<file path="src/tvi_consts.svh">
`ifndef TVI_CONSTS_SVH
`define TVI_CONSTS_SVH

// Register byte addresses on the Avalon slave
`define TVI_CTRL_ADDR    4'h0
`define TVI_STATUS_ADDR  4'h4

// Control register field positions
`define TVI_CTRL_SR_BLK  0
`define TVI_CTRL_IR_BLK  1
`define TVI_CTRL_PRL_BLK 2
`define TVI_CTRL_SR_RST  3

// Status register field positions
`define TVI_ST_P6        0
`define TVI_ST_P7        1
`define TVI_ST_P8        2
`define TVI_ST_P9        3
`define TVI_ST_P10       4
`define TVI_ST_SR_BLKD   5
`define TVI_ST_IR_BLKD   6
`define TVI_ST_PRL_BLKD  7
`define TVI_ST_RX_TRIP   8
`define TVI_ST_SEIS      9
`define TVI_ST_ALARM     10

// Reset values
`define TVI_CTRL_RST     3'h0
`define TVI_RDATA_RST    32'h0000_0000

`endif

</file>
<file path="src/tvi_pkg.sv">
package tvi_pkg;

    // Discrete field inputs, all asynchronous to core_clk
    typedef struct packed {
        logic [2:0] oil_low;
        logic [3:0] valve_closed;
        logic       turb_perm;
        logic       safety_injection_actuation;
        logic [1:0] manual_sw;
        logic [8:0] seis;
        logic [1:0] abnormal;
        logic       board_fault;
        logic [1:0] ir_above;
        logic [3:0] pr_above_p10;
        logic [3:0] pr_above_p8;
        logic [3:0] pr_above_p7;
        logic [1:0] imp_above;
        logic [3:0] loop_low_flow;
        logic [3:0] pump_brk_open;
        logic       pump_uv;
        logic       pump_uf;
        logic       pzr_low_press;
        logic       pzr_high_level;
    } tvi_pins_s;

    // Trip and permissive outputs
    typedef struct packed {
        logic [1:0] rx_trip;
        logic [1:0] main_brk_trip;
        logic [1:0] bypass_brk_trip;
        logic       uv_coil_en;
        logic [1:0] seismic_trip;
        logic       general_alarm;
        logic       sr_trip_en;
        logic       det_hv_on;
        logic       ir_trip_en;
        logic       prl_trip_en;
    } tvi_trip_s;

    typedef enum logic [1:0] {
        SR_ARMED   = 2'b01,
        SR_BLOCKED = 2'b10
    } tvi_sr_e;

    typedef struct packed {
        tvi_pins_s  sync1;
        tvi_pins_s  sync2;
        tvi_sr_e    sr;
        logic       ir_blk;
        logic       prl_blk;
        logic [2:0] blk_sw;
        logic       sr_rst;
        tvi_trip_s  out;
        logic       waitreq;
        logic [31:0] rdata;
    } tvi_state_s;

endpackage

</file>
<file path="src/tvi_vote.sv">
// The register offsets and the Avalon-MM slave port were decided locally.
module tvi_vote (
    input  wire logic               core_clk,
    input  wire logic               rst_n,
    input  wire logic               ce,
    input  wire tvi_pkg::tvi_pins_s pins,
    output tvi_pkg::tvi_trip_s      trips,
    input  wire logic [3:0]         avs_address,
    input  wire logic               avs_read,
    input  wire logic               avs_write,
    input  wire logic [31:0]        avs_writedata,
    output logic [31:0]             avs_readdata,
    output logic                    avs_waitrequest
);
    `include "tvi_consts.svh"

    tvi_pkg::tvi_state_s st;
    tvi_pkg::tvi_state_s next_st;

    // Majority of three
    function automatic logic ge2of3(input logic [2:0] a);
        ge2of3 = (a[0] & a[1]) | (a[0] & a[2]) | (a[1] & a[2]);
    endfunction

    // At least two of four
    function automatic logic ge2of4(input logic [3:0] a);
        ge2of4 = (a[0] & a[1]) | (a[0] & a[2]) | (a[0] & a[3])
               | (a[1] & a[2]) | (a[1] & a[3]) | (a[2] & a[3]);
    endfunction

    // Seismic voting, one 2-of-3 per acceleration direction
    logic [2:0] seis_dir;
    genvar d;
    generate
        for (d = 0; d < 3; d++) begin : g_dir
            assign seis_dir[d] = ge2of3(st.sync2.seis[d*3 +: 3]);
        end
    endgenerate

    // Permissives from synchronized channel comparators
    logic p6;
    logic p7;
    logic p8;
    logic p9;
    logic p10;
    logic p10_clear;
    logic low_power;
    assign p6        = |st.sync2.ir_above;
    assign p10       = ge2of4(st.sync2.pr_above_p10);
    // Three of four below means at most one above
    assign p10_clear = ~p10;
    assign p8        = ge2of4(st.sync2.pr_above_p8);
    assign low_power = ~ge2of4(st.sync2.pr_above_p7)
                     & ~(&st.sync2.imp_above);
    assign p7        = ~low_power;
    assign p9        = st.sync2.turb_perm;

    // Turbine trip, two matrices kept apart so either alone trips
    logic mat_a;
    logic mat_b;
    logic valves_all;
    logic turb_trip;
    assign mat_a      = ge2of3(st.sync2.oil_low);
    assign mat_b      = ge2of3(st.sync2.oil_low);
    assign valves_all = &st.sync2.valve_closed;
    assign turb_trip  = p9 & (mat_a | mat_b | valves_all);

    // Low-power trip group, gated by P-7; P-8 sets the loop flow vote
    logic flow_trip;
    logic brk_trip;
    logic misc_trip;
    logic lp_trip;
    assign flow_trip = p8 ? |st.sync2.loop_low_flow
                          : ge2of4(st.sync2.loop_low_flow);
    assign brk_trip  = ge2of4(st.sync2.pump_brk_open);
    assign misc_trip = st.sync2.pump_uv | st.sync2.pump_uf
                     | st.sync2.pzr_low_press
                     | st.sync2.pzr_high_level;
    assign lp_trip   = p7 & (flow_trip | brk_trip | misc_trip);

    // Other trip sources
    logic man_trip;
    logic seis_trip;
    logic abn_trip;
    logic rx_any;
    assign man_trip  = |st.sync2.manual_sw;
    assign seis_trip = |seis_dir;
    assign abn_trip  = &st.sync2.abnormal;
    // Manual term is ORed last so no gate can mask it
    assign rx_any    = turb_trip | lp_trip | seis_trip | abn_trip
                     | st.sync2.safety_injection_actuation
                     | man_trip;

    // Per-train demands; both trains carry the same vote so either breaker set trips
    logic [1:0] train_rx;
    logic [1:0] train_brk;
    logic [1:0] train_seis;
    genvar t;
    generate
        for (t = 0; t < 2; t++) begin : g_train
            assign train_rx[t]   = rx_any;
            assign train_brk[t]  = rx_any | man_trip;
            assign train_seis[t] = seis_trip;
        end
    endgenerate

    // Read view of the status word
    logic [31:0] status_word;
    always_comb begin
        status_word                   = 32'h0000_0000;
        status_word[`TVI_ST_P6]       = p6;
        status_word[`TVI_ST_P7]       = p7;
        status_word[`TVI_ST_P8]       = p8;
        status_word[`TVI_ST_P9]       = p9;
        status_word[`TVI_ST_P10]      = p10;
        status_word[`TVI_ST_SR_BLKD]  = (st.sr == tvi_pkg::SR_BLOCKED);
        status_word[`TVI_ST_IR_BLKD]  = st.ir_blk;
        status_word[`TVI_ST_PRL_BLKD] = st.prl_blk;
        status_word[`TVI_ST_RX_TRIP]  = st.out.rx_trip[0];
        status_word[`TVI_ST_SEIS]     = st.out.seismic_trip[0];
        status_word[`TVI_ST_ALARM]    = st.out.general_alarm;
    end

    // Next-state logic for the whole block
    always_comb begin
        next_st        = st;
        // Two stages before any voting logic reads an input
        next_st.sync1  = pins;
        next_st.sync2  = st.sync1;
        next_st.sr_rst = 1'b0;

        // Avalon slave: one wait cycle, then the request completes
        next_st.waitreq = ~((avs_read | avs_write) & st.waitreq);
        if (avs_read && st.waitreq) begin
            next_st.rdata = 32'h0000_0000;
            if (avs_address == `TVI_CTRL_ADDR) begin
                next_st.rdata[2:0] = st.blk_sw;
            end else if (avs_address == `TVI_STATUS_ADDR) begin
                next_st.rdata = status_word;
            end
        end

        // Source range block, only with P-6, held above P-10
        unique case (st.sr)
            tvi_pkg::SR_ARMED: begin
                if (p6 && st.blk_sw[`TVI_CTRL_SR_BLK]) begin
                    next_st.sr = tvi_pkg::SR_BLOCKED;
                end
            end
            tvi_pkg::SR_BLOCKED: begin
                if (!p10 && (!p6 || st.sr_rst)) begin
                    next_st.sr = tvi_pkg::SR_ARMED;
                    // Drop the switch too, else it re-blocks at once
                    next_st.blk_sw[`TVI_CTRL_SR_BLK] = 1'b0;
                end
            end
        endcase

        // Writes land only on the edge where waitrequest is seen low
        // Placed after the re-arm so a switch set in the same cycle wins
        if (avs_write && !st.waitreq) begin
            if (avs_address == `TVI_CTRL_ADDR) begin
                next_st.blk_sw = avs_writedata[`TVI_CTRL_PRL_BLK:`TVI_CTRL_SR_BLK];
                next_st.sr_rst = avs_writedata[`TVI_CTRL_SR_RST];
            end
        end

        // Independent IR and low power-range blocks
        next_st.ir_blk  = (st.ir_blk | (st.blk_sw[`TVI_CTRL_IR_BLK] & p10))
                        & ~p10_clear;
        next_st.prl_blk = (st.prl_blk | (st.blk_sw[`TVI_CTRL_PRL_BLK] & p10))
                        & ~p10_clear;

        // Registered trip outputs
        next_st.out.rx_trip         = train_rx;
        next_st.out.main_brk_trip   = train_brk;
        next_st.out.bypass_brk_trip = train_brk;
        next_st.out.uv_coil_en      = ~(rx_any | man_trip);
        next_st.out.seismic_trip    = train_seis;
        next_st.out.general_alarm   = st.sync2.board_fault;
        next_st.out.sr_trip_en      = (next_st.sr == tvi_pkg::SR_ARMED);
        next_st.out.det_hv_on       = (next_st.sr == tvi_pkg::SR_ARMED);
        next_st.out.ir_trip_en      = ~next_st.ir_blk;
        next_st.out.prl_trip_en     = ~next_st.prl_blk;
    end

    // State register; clock enable freezes everything except the synchronous reset
    always_ff @(posedge core_clk) begin
        if (!rst_n) begin
            st                 <= '0;
            st.sr              <= tvi_pkg::SR_ARMED;
            st.blk_sw          <= `TVI_CTRL_RST;
            st.waitreq         <= 1'b1;
            st.rdata           <= `TVI_RDATA_RST;
            st.out.uv_coil_en  <= 1'b1;
            st.out.sr_trip_en  <= 1'b1;
            st.out.det_hv_on   <= 1'b1;
            st.out.ir_trip_en  <= 1'b1;
            st.out.prl_trip_en <= 1'b1;
        end else if (ce) begin
            st <= next_st;
        end
    end

    assign trips           = st.out;
    assign avs_readdata    = st.rdata;
    assign avs_waitrequest = st.waitreq;
endmodule

</file>
<file path="config.mk">
export PLATFORM = sky130hd
export DESIGN_NAME = tvi_vote
export DESIGN_NICKNAME = d
export VERILOG_FILES = /design/src/tvi_pkg.sv /design/src/tvi_vote.sv
export VERILOG_INCLUDE_DIRS = /design/src
export SDC_FILE = /design/constraint.sdc
export NUM_CORES = 1
export LEC_CHECK = 0
export ABC_AREA = 1
export BUFFER_PORTS_ARGS = -buffer_cell sky130_fd_sc_hd__buf_2
export CAP_MARGIN = 10
export CORE_MARGIN = 4
export CORE_UTILIZATION = 56
export DETAILED_ROUTE_END_ITERATION = 8
export PLACE_DENSITY = 0.86
export SKIP_CTS_REPAIR_TIMING = 1
export SLEW_MARGIN = 10
export SYNTH_ARGS = -nofsm -noshare
export SYNTH_HDL_FRONTEND = slang
export SYNTH_SLANG_ARGS = --single-unit
</file>
<file path="constraint.sdc">
create_clock -name core_clk -period 2 [get_ports core_clk]
set_input_delay 0.4 -clock core_clk [delete_from_list [all_inputs] [get_ports core_clk]]
set_output_delay 0.4 -clock core_clk [all_outputs]
set_load 0.02 [all_outputs]
</file>
## Word-level counts from Yosys, hierarchy flattened

Cells that the tools add are included.

| word-level totals | value |
|---|---|
| bits of input ports | 92 |
| flip-flop bits (word level) | 151 |

| operators by class | value |
|---|---|
| muxes and demuxes | 11 |
| reduce and logical (&&, ||, !) cells | 18 |
| bitwise gates (word level) | 105 |
| equal/unequal tests | 4 |

Operators with widths:

| kind | count |
|---|---|
| $and 1x1->1 | 50 |
| $or 1x1->1 | 48 |
| $mux 29 | 1 |
| $mux 11 | 1 |
| $mux 2 | 4 |
| $not 1->1 | 7 |
| $reduce_and 2->1 | 3 |
| $eq 2x1->1 const B | 2 |
| $eq 4x3->1 const B | 1 |
| $logic_and 1x1->1 | 4 |
| $logic_not 4->1 | 1 |
| $pmux 2 s2 | 1 |
| $reduce_and 4->1 | 1 |
| $reduce_or 2->1 | 2 |
| $reduce_or 4->1 | 1 |
| $logic_not 1->1 | 3 |
| $mux 1 | 3 |
| $mux 3 | 1 |
| $reduce_and 3->1 | 1 |
| $reduce_or 3->1 | 1 |
| $eq 2x2->1 const B | 1 |
| $logic_or 1x1->1 | 1 |

## Logic depth before layout (Yosys ltp)

Gate-level depths: netlist (run 1).

| depth | value |
|---|---|
| depth in word-level cells | 17 |
| gate-level depth with buffers | 9 |
| mapped depth without buffers | 9 |

## Worst setup path after synthesis (run 1)

OpenSTA, ideal clock, no wires.

| timing path | value |
|---|---|
| kind | input port to flip-flop |
| start | input avs_address[1] |
| end | register st[48] (netlist name) |
| path buffers | 0 |
| required time | 1.883 ns |
| cell stages on the path | 6 |
| slack | 0.808 ns |
| arrival | 1.075 ns |
| path through | nor2_1 nand2_1 nor3_4 inv_2 o21ai_0 nor2_1 |

| on the way | value |
|---|---|
| word-level cells in the longest chain between the ends | 3 |

Ends and longest elaborated chain:

| item | line | source |
|---|---|---|
| from (decl) | tvi_vote.sv:8 | `input wire logic [3:0] avs_address,` |
| $logic_not 4->1 (no source line) | - |  |
| $mux 2 | tvi_vote.sv:162 | `` if (avs_address == `TVI_CTRL_ADDR) begin `` |
| $mux 2 | tvi_vote.sv:161 | `if (avs_write && !st.waitreq) begin` |
| to (signal assigned) | tvi_vote.sv:201 | `st <= next_st;` |
| to (decl) | tvi_vote.sv:17 | `tvi_pkg::tvi_state_s st;` |

Every way passes these cells.
A chain may end at the register's enable or synchronous reset.

## Worst setup path in the final report (run 1)

| timing path | value |
|---|---|
| start | register trips[12] (netlist name) |
| end | output trips[12] (netlist name) |

RTL lines:

| item | line | source |
|---|---|---|
| to (decl) | tvi_vote.sv:7 | `output tvi_pkg::tvi_trip_s trips,` |

No word-level cell between the ends.

==> out/qor.yml, run 1 <==
outcome: "finished clean"
setup_viol: 0
r2r_slack_ns: 0.81
placementRows: 34
cts.sinks: 129
port_buffers: 89
cp_top_family: "flip-flops"
hold_violations: 0
arrival_ns: 1.17
path_cells: "buf_2"
io_pins: 139
dpl-instance-area_sq_um: 5400
yosysUniqueCellTypes: 29
slowest_stage: "dfxtp_1"
final_common_cell: "nor2_1"
crit_cells: 1
post_synth_inst_count: 684
antenna_found_initial: 0
leakage_nw: 2.70
max_freq_mhz: 635
drive_gt1_share_pct: 18.7
num_vias: 4396
rsz0062_at_grt: "false"
crit_required_ns: 1.60
clockBufferDepth: 2
clk_latency_ns: 0.52
synth_area_sq_um: 5180
crit_start: "trips[12]$_SDFFE_PN0P_"
p_total_mw: 6.20
fin_skew_ns: 0.00743
drc: 0
utilization_pct: 67.2
place_hpwl_microns: 7510
multiInputGateArea_sq_um: 2060
start_util_pct: 58.6
cts_buffers: 17
antenna_cells: 0
wl_microns: 11400
dr.first_iter.drc_count: 256
r2r-end: "avs_readdata[2]$_SDFFE_PN0P_"
seq_area_frac_synth_pct: 49.8
path_max_fanout: 8
core_sq_um: 8850
cp-start-kind: "flop"
cts_root_buf: "clkbuf_8"
totalNegativeSetupSlack_ns: 0
crit_path_max_incr_delay_ns: 0.45
nFillCells: 741
grt_pass1_wl_microns: 18800
routedWlPerCell_microns: 13.3
drtAntennaViolNets: 0
grt-ovfl-total: 0
period_needed_ns: 1.57
cts_tree: "done"
vdd_drop_max_uv: 567
nets: 828
power_density_nw_per_um2: 1040
area_delta_synth_final_pct: 14.7
grt_pass1_vias: 4113
postSynthAreaPerCell_sq_um: 7.58
finalCritPeriodShare_pct: 78.7
rr_worst_depth: 6
gp_congestion: 0.836
crit_type: "reg2out"
final_cell_mix: "nor2_1, dfxtp_1, o21ai_0"
ys_ff_latch: 129
regToRegStartpoint: "avs_waitrequest$_SDFFE_PN1P_"
drv_slew: 0
chipWidth_microns: 104
cp.buffers_inverters: 1
yosys_warnings: 0
fin_area_sq_um: 5950
die_height_microns: 104
cts_max_level: 4
grt_max_degree: 77
critPathCapture: "trips[12]"
dieArea_sq_um: 10900
clk_pin_slew_ns: 0.06
grt_use_total_pct: 21.0
holdWs_ns: 0.103
seq_area_sq_um: 2580
firstDrtPassIters: 5
drt-vias-per-instance: 5.13
max-cap-violations: 0
hold_class: "in2reg"
cp-end-kind: "output pin"
## power by group
part           internal [mW]  total, mW  switching, mW
combinational          0.197      0.570          0.373
clock                   1.65       2.82           1.17
sequential              2.73       2.82         0.0895
total                   4.58       6.20           1.63
## tightest hold or removal path: cells and delay by family
kind / cells / cell delay [ns]
buf+inv: 1 / 0.07
simple gates: 2 / 0.11
## routing by layer
| metal | vias to the layer above | GRT usage (%) | wire, microns |
|---|---|---|---|
| li1 | 2240 | - | - |
| met1 | 1986 | 26.2 | 4980 |
| met2 | 151 | 34.7 | 5520 |
| met3 | 19 | 6.08 | 724 |
| met4 | 0 | 7.31 | 176 |
| met5 | - | 0 | 0 |
## cell families after synthesis
| family | share of synthesized area [%] |
|---|---|
| and+or+nand+nor | 22.7 |
| other | 0.0723 |
| DFF | 49.8 |
| AOI/OAI and AO/OA | 15.5 |
| buffers and inverters | 11.9 |
## Yosys cell counts, drive strengths merged
| cell type | number | area [sq um] |
|---|---|---|
| nand3 | 15 | 85.1 |
| o211ai | 1 | 7.51 |
| clkbuf | 22 | 82.6 |
| dfxtp | 129 | 2580 |
| a21oi | 32 | 160 |
| a31oi | 2 | 12.5 |
| o22ai | 1 | 6.26 |
| nand2 | 61 | 239 |
| o21ai | 116 | 581 |
| o211a | 2 | 20.0 |
| and3 | 1 | 6.26 |
| inv | 23 | 88.8 |
| a31o | 1 | 8.76 |
| buf | 62 | 447 |
| nor3 | 2 | 26.3 |
| nand4 | 3 | 18.8 |
| nor2 | 209 | 801 |
| conb | 1 | 3.75 |
| a22oi | 1 | 7.51 |
## per-stage QoR
stage / std cells / setup slack, ns
finish: 857 / 0.426
global route: 857 / 0.353
CTS: 857 / 0.400
detailed placement: 825 / 0.507
global placement: 825 / 0.568
floorplan: 704 / 0.808
## registers in the layout (all words and copies together) (netlist names)
name,cells
avs_readdata,11
st,57
p9,1
next_st,52
trips,7
avs_waitrequest,1
## final cells by class
type / count / area share [%]
sequential: 129 / 43.4
clock buffer: 17 / 6.96
tap: 108 / 2.27
multi-input combinational: 468 / 34.6
timing repair buffer: 97 / 8.92
inverter: 23 / 1.49
clock inverter: 15 / 2.31
## worst min path at each step
stage                                   start                        to  slack, ns  depth (start not counted)
after floorplan           st[96]$_SDFFE_PN0P_       st[96]$_SDFFE_PN0P_       0.43                          2
after global placement    st[97]$_SDFFE_PN0P_       st[97]$_SDFFE_PN0P_       0.44                          2
after detailed placement  st[97]$_SDFFE_PN0P_       st[97]$_SDFFE_PN0P_       0.45                          2
after CTS                            pins[37]  next_st[92]$_SDFFE_PN0P_       0.09                          3
after global routing                 pins[23]  next_st[78]$_SDFFE_PN0P_       0.10                          3
final                                pins[37]  next_st[92]$_SDFFE_PN0P_       0.10                          3
Note: power is estimated with default switching activity, not from simulation.
==> run 2: changes to the inputs <==
--- a/config.mk
+++ b/config.mk
@@ -10,9 +10,9 @@
 export BUFFER_PORTS_ARGS = -buffer_cell sky130_fd_sc_hd__buf_2
 export CAP_MARGIN = 10
 export CORE_MARGIN = 4
-export CORE_UTILIZATION = 56
+export CORE_UTILIZATION = 47
 export DETAILED_ROUTE_END_ITERATION = 8
-export PLACE_DENSITY = 0.86
+export PLACE_DENSITY = 0.77
 export SKIP_CTS_REPAIR_TIMING = 1
 export SLEW_MARGIN = 10
 export SYNTH_ARGS = -nofsm -noshare
==> constraint.sdc (replaced) <==
create_clock -name core_clk -period 1.3 [get_ports core_clk]
set_input_delay 0.26 -clock core_clk [delete_from_list [all_inputs] [get_ports core_clk]]
set_output_delay 0.26 -clock core_clk [all_outputs]
set_load 0.02 [all_outputs]
==> run 2 against run 1 <==
  * Sequential power increased by 54%
  * Highest routed layer is now met5
  * Register-to-register slack got worse by 0.67 ns
  * Sequential share of layout area decreased by 3.6 points
  * Power increased by 53%
  * Largest cell class unchanged
  * Wire length increased by 1.5%
  * Critical path type unchanged
  * Hold slack got worse by 0.14 ns
  * The flow now finishes with violations (hold timing, setup timing)
  * Core utilization decreased by 6.9 points
==> out/qor.yml, run 2 (same netlist as run 1, synthesis figures left out) <==
core_sq_um: 10800  # +23%
holdWs_ns: -0.0355  # -0.139 ns
grt-busiest-layer: "met2"
leakage_nw: 2.94  # +8.9%
area_delta_synth_final_pct: 26.2
path_max_fanout: 8  # unchanged
outcome: "finished, violations left"
cts.sinks: 129  # unchanged
routedWlPerCell_microns: 12.3  # -7.2%
start_util_pct: 47.8  # -11 points
multiInputGateArea_sq_um: 2060  # unchanged
power_density_nw_per_um2: 1460  # +39%
fin_skew_ns: 0.00706  # -0.000375 ns
dp_slack_ns: -0.0407  # -0.547 ns
chipWidth_microns: 113  # +8.5%
max-cap-violations: 0  # unchanged
cp_top_family: "flip-flops"
max_freq_mhz: 764
grt_max_degree: 84  # +9.1%
cts_max_level: 4  # unchanged
place_hpwl_microns: 7260  # -3.4%
crit_path_max_incr_delay_ns: 0.38  # -0.07 ns
cts_buffers: 17  # unchanged
arrival_ns: 1.05  # -0.12 ns
dr.first_iter.drc_count: 324  # +27%
fin_cells: 937  # +9.3%
grtUsageMet2_pct: 27.3  # -7.4 points
largest_reg_flops: 57  # unchanged
violations: "hold timing, setup timing"
placementRows: 38  # +12%
cp-start-kind: "flop"
drt-vias-per-instance: 4.78  # -6.8%
dpl-instance-area_sq_um: 5520  # +2.4%
utilization_pct: 60.4  # -6.9 points
setup_viol: 6  # +6
gp_congestion: 0.802  # -4.1%
final_cell_mix: "nor2_1, dfxtp_1, o21ai_0"
final_common_cell: "nor2_1"
grtUsageMet3_pct: 5.83  # -0.25 points
totalNegativeSetupSlack_ns: -0.0520  # -0.0520 ns
drc: 0  # unchanged
crit_type: "reg2out"
cp.buffers_inverters: 1  # unchanged
slowest_stage: "dfxtp_4"
nFillCells: 987  # +33%
use_met1_pct: 23.1  # -3.1 points
fin_area_sq_um: 6540  # +10%
clockBufferDepth: 2  # unchanged
port_buffers: 89  # unchanged
grt_pass1_wl_microns: 18400  # -2.0%
finalCritPeriodShare_pct: 101
dieArea_sq_um: 12800  # +18%
num_vias: 4478  # +1.9%
cts_tree: "done"
tightest_slew_ns: 0.505
path_cells: "buf_4"
clk_pin_slew_ns: 0.06  # about the same
hold_class: "in2reg"
drtAntennaViolNets: 0  # unchanged
nets: 878  # +6.0%
registers.top_by_ff_count: "st"
setup_ws_ns: -0.00936  # -0.435 ns
vdd_drop_max_uv: 1020  # +80%
grt_use_total_pct: 17.7  # -3.2 points
firstDrtPassIters: 4  # -1
dp_cells: 867  # +5.1%
clk_latency_ns: 0.52  # about the same
grt-ovfl-total: 0  # unchanged
rsz0062_at_grt: "true"
cts_root_buf: "clkbuf_8"
antenna_cells: 0  # unchanged
period_needed_ns: 1.31
worst_slew_margin_rel_pct: 66.3
hold_violations: 11  # +11
grt_pass1_vias: 4005  # -2.6%
io_pins: 139  # unchanged
antenna_found_initial: 1  # +1
crit_required_ns: 1.04  # -0.56 ns
die_height_microns: 113  # +8.5%
seq_area_sq_um: 2600  # +0.78%
drv_slew: 0  # unchanged
wl_microns: 11600  # +1.5%
p_total_mw: 9.52  # +53%
cp-end-kind: "output pin"
drive_gt1_share_pct: 19.2  # +0.51 points
run 2: changes by cell type in the layout (fill, tap and decap cells not counted), sizes merged:
cell / delta
buf: +10
inv: -2
dlygate4sd3: +40
clkbuf: +6
clkinv: -1
clkinvlp: -5
run 2: per-layer routing:
metal,wire [microns],up-vias
met5,7,-
li1,-,2341
met1,5370,2006
met3,648,21
met4,194,2
met2,5350,108
run 2: where the power goes:
group	total [mW]	internal [mW]	leakage [nW]	switching, mW
Clock	4.17	2.54	0.251	1.63
Combinational	1.02	0.434	1.62	0.584
Sequential	4.33	4.20	1.07	0.134
run 2: final timing paths:
kind	from	endpoint	slack, ns	depth (start not counted)
hold reg to reg	st[86]$_SDFFE_PN0P_	st[86]$_SDFFE_PN0P_	0.45	2
hold / removal	pins[33]	next_st[88]$_SDFFE_PN0P_	-0.04	3
setup reg to reg	st[77]$_SDFFE_PN0P_	st[48]$_SDFFE_PN0P_	0.14	6
setup / recovery	trips[12]$_SDFFE_PN0P_	trips[11]	-0.009	1
run 2: area by class of cell:
type / instances / area share, %
Clock buffer: 23 / 6.83
Sequential cell: 129 / 39.8
Multi-Input combinational cell: 468 / 31.5
Tap cell: 140 / 2.68
Inverter: 23 / 1.36
Timing Repair Buffer: 147 / 16.9
Clock inverter: 7 / 0.956
==> run 3: changes to the inputs <==
--- a/config.mk
+++ b/config.mk
@@ -9,10 +9,12 @@
 export ABC_AREA = 1
 export BUFFER_PORTS_ARGS = -buffer_cell sky130_fd_sc_hd__buf_2
 export CAP_MARGIN = 10
+export CELL_PAD_IN_SITES_DETAIL_PLACEMENT = 1
+export CELL_PAD_IN_SITES_GLOBAL_PLACEMENT = 1
 export CORE_MARGIN = 4
-export CORE_UTILIZATION = 47
+export CORE_UTILIZATION = 34
 export DETAILED_ROUTE_END_ITERATION = 8
-export PLACE_DENSITY = 0.77
+export PLACE_DENSITY = 0.78
 export SKIP_CTS_REPAIR_TIMING = 1
 export SLEW_MARGIN = 10
 export SYNTH_ARGS = -nofsm -noshare
==> run 3 against run 2 <==
  * The run now ends clean
  * Maximum frequency grew 4.2%
  * Via count shrank 0.31%
  * Power increased by 8.1%
  * First-iteration DRC count down 17%
  * Non-clock buffer count down 42
  * Clock power increased by 21%
  * Final cell count grew 0.43%
  * Largest cell class unchanged
  * Highest routed layer unchanged
==> out/qor.yml, run 3 (same netlist as run 1, synthesis figures left out) <==
holdPathStages: 3  # unchanged
outcome: "finished clean"
hold_class: "in2reg"
clk_latency_ns: 0.43  # -0.09 ns
drc: 0  # unchanged
fin_skew_ns: 0.0107  # +0.00367 ns
antenna_found_initial: 1  # unchanged
slowest_stage: "dfxtp_2"
final_cell_mix: "nor2_1, dfxtp_1, o21ai_0"
r2r-end: "st[51]$_SDFFE_PN0P_"
rr_worst_depth: 5  # -1
final_common_cell: "nor2_1"
holdPathEnd: "next_st[90]$_SDFFE_PN0P_"
internal_power_mw: 7.82  # +8.9%
num_vias: 4464  # -0.31%
wl_microns: 13600  # +18%
swShare_pct: 24.1  # -0.58 points
hold_violations: 0  # -11
clk_pin_slew_ns: 0.06  # about the same
period_needed_ns: 1.26  # -0.0527 ns
gp_congestion: 0.799  # -0.36%
p_switching_mw: 2.48  # +5.6%
vdd_drop_max_uv: 922  # -10%
max-cap-violations: 0  # unchanged
crit_start: "trips[12]$_SDFFE_PN0P_"
core_sq_um: 14800  # +36%
p_clk_share_pct: 48.9  # +5.1 points
registers.top_by_ff_count: "st"
drt-vias-per-instance: 4.74  # -0.74%
cts_buffers: 17  # unchanged
leakage_nw: 2.78  # -5.4%
finalCritPeriodShare_pct: 96.7  # -4.1 points
grt_use_total_pct: 16.1  # -1.6 points
routedWlPerCell_microns: 14.5  # +17%
path_max_fanout: 8  # unchanged
power_density_nw_per_um2: 1670  # +14%
firstDrtPassIters: 4  # unchanged
cp-end-kind: "output pin"
cts_tree: "done"
largest_reg_flops: 57  # unchanged
regToRegStartpoint: "st[80]$_SDFFE_PN0P_"
crit_required_ns: 1.04  # about the same
start_util_pct: 35.1  # -13 points
min-delay-start: "pins[35]"
fin_cells: 941  # +0.43%
port_buffers: 89  # unchanged
r2r_slack_ns: 0.11  # -0.03 ns
setup_viol: 0  # -6
max_freq_mhz: 796  # +4.2%
combPwrFrac_pct: 8.9  # -1.8 points
clockBufferDepth: 2  # unchanged
crit_type: "reg2out"
holdWs_ns: 0.0569  # +0.0923 ns
p_total_mw: 10.3  # +8.1%
cts_root_buf: "clkbuf_16"
dp_cells: 909  # +4.8%
chipWidth_microns: 131  # +16%
die_height_microns: 131  # +16%
io_pins: 139  # unchanged
crit_path_max_incr_delay_ns: 0.39  # about the same
grt-ovfl-total: 0  # unchanged
cp_top_family: "flip-flops"
placementRows: 44  # +16%
grt_pass1_wl_microns: 22700  # +23%
dr.first_iter.drc_count: 268  # -17%
fin_area_sq_um: 6180  # -5.6%
place_hpwl_microns: 9400  # +30%
path_cells: "buf_2"
arrival_ns: 1.00  # -0.05 ns
dieArea_sq_um: 17300  # +35%
drv_slew: 0  # unchanged
antenna_cells: 0  # unchanged
grt_pass1_vias: 4765  # +19%
cts.sinks: 129  # unchanged
drtAntennaViolNets: 0  # unchanged
p_seq_share_pct: 42.2  # -3.3 points
cp-start-kind: "flop"
grt_max_degree: 74  # -12%
totalNegativeSetupSlack_ns: 0  # +0.0520 ns
drive_gt1_share_pct: 19.7  # +0.49 points
cts_max_level: 4  # unchanged
dpl-instance-area_sq_um: 5550  # +0.50%
cp.buffers_inverters: 1  # unchanged
area_delta_synth_final_pct: 19.2
nets: 836  # -4.8%
-- run 3: changes by cell type in the layout (fill, tap and decap cells not counted), moves of 3 or more --
| cell | delta |
|---|---|
| dlygate4sd3_1 | -40 |
| buf_2 | +24 |
| buf_4 | -17 |
| buf_6 | -8 |
| dfxtp_1 | +7 |
| dfxtp_2 | -4 |
| bufinv_16 | +3 |
| dfxtp_4 | -3 |
-- run 3: final cells by class --
| class | instances | area (sq um) |
|---|---|---|
| Clock buffer | 22 | 464 |
| Clock inverter | 10 | 158 |
| Fill cell | 1830 | 8580 |
| Inverter | 23 | 88.8 |
| Multi-Input combinational cell | 468 | 2060 |
| Sequential cell | 129 | 2590 |
| Tap cell | 184 | 230 |
| Timing Repair Buffer | 105 | 591 |
-- run 3: power groups by stage --
stage / Sequential, mW / Clock, mW / Combinational, mW
2_1_floorplan: 4.38 / 0 / 0.713
3_3_place_gp: 4.40 / 0 / 0.881
3_5_place_dp: 4.42 / 0 / 0.920
4_1_cts: 4.34 / 5.14 / 0.932
5_1_grt: 4.37 / 5.31 / 1.05
6_report: 4.34 / 5.03 / 0.920
-- run 3: through the flow --
stage | util [%] | setup WS, ns
6_report | 41.9 | 0.0433
5_1_grt | 41.9 | -0.00648
4_1_cts | 41.8 | -0.0651
3_5_place_dp | 37.6 | -0.0630
3_3_place_gp | 37.6 | -0.0110
2_1_floorplan | - | 0.152
-- run 3: how the worst max path moves through the flow --
stage                                              end  depth (start not counted)
after floorplan           avs_readdata[0]$_SDFFE_PN0P_                          6
after detailed placement  avs_readdata[2]$_SDFFE_PN0P_                          6
final                                        trips[10]                          1
after global routing            trips[12]$_SDFFE_PN0P_                          6
after CTS                                    trips[10]                          1
after global placement             st[48]$_SDFFE_PN0P_                          6
-- run 3: layer usage --
metal	up-vias	track usage, %	part of all wire (%)
li1	2254	-	-
met1	2090	18.3	44
met2	90	27.7	49
met3	28	5.01	4.4
met4	2	7.58	2.4
met5	-	0	0.13
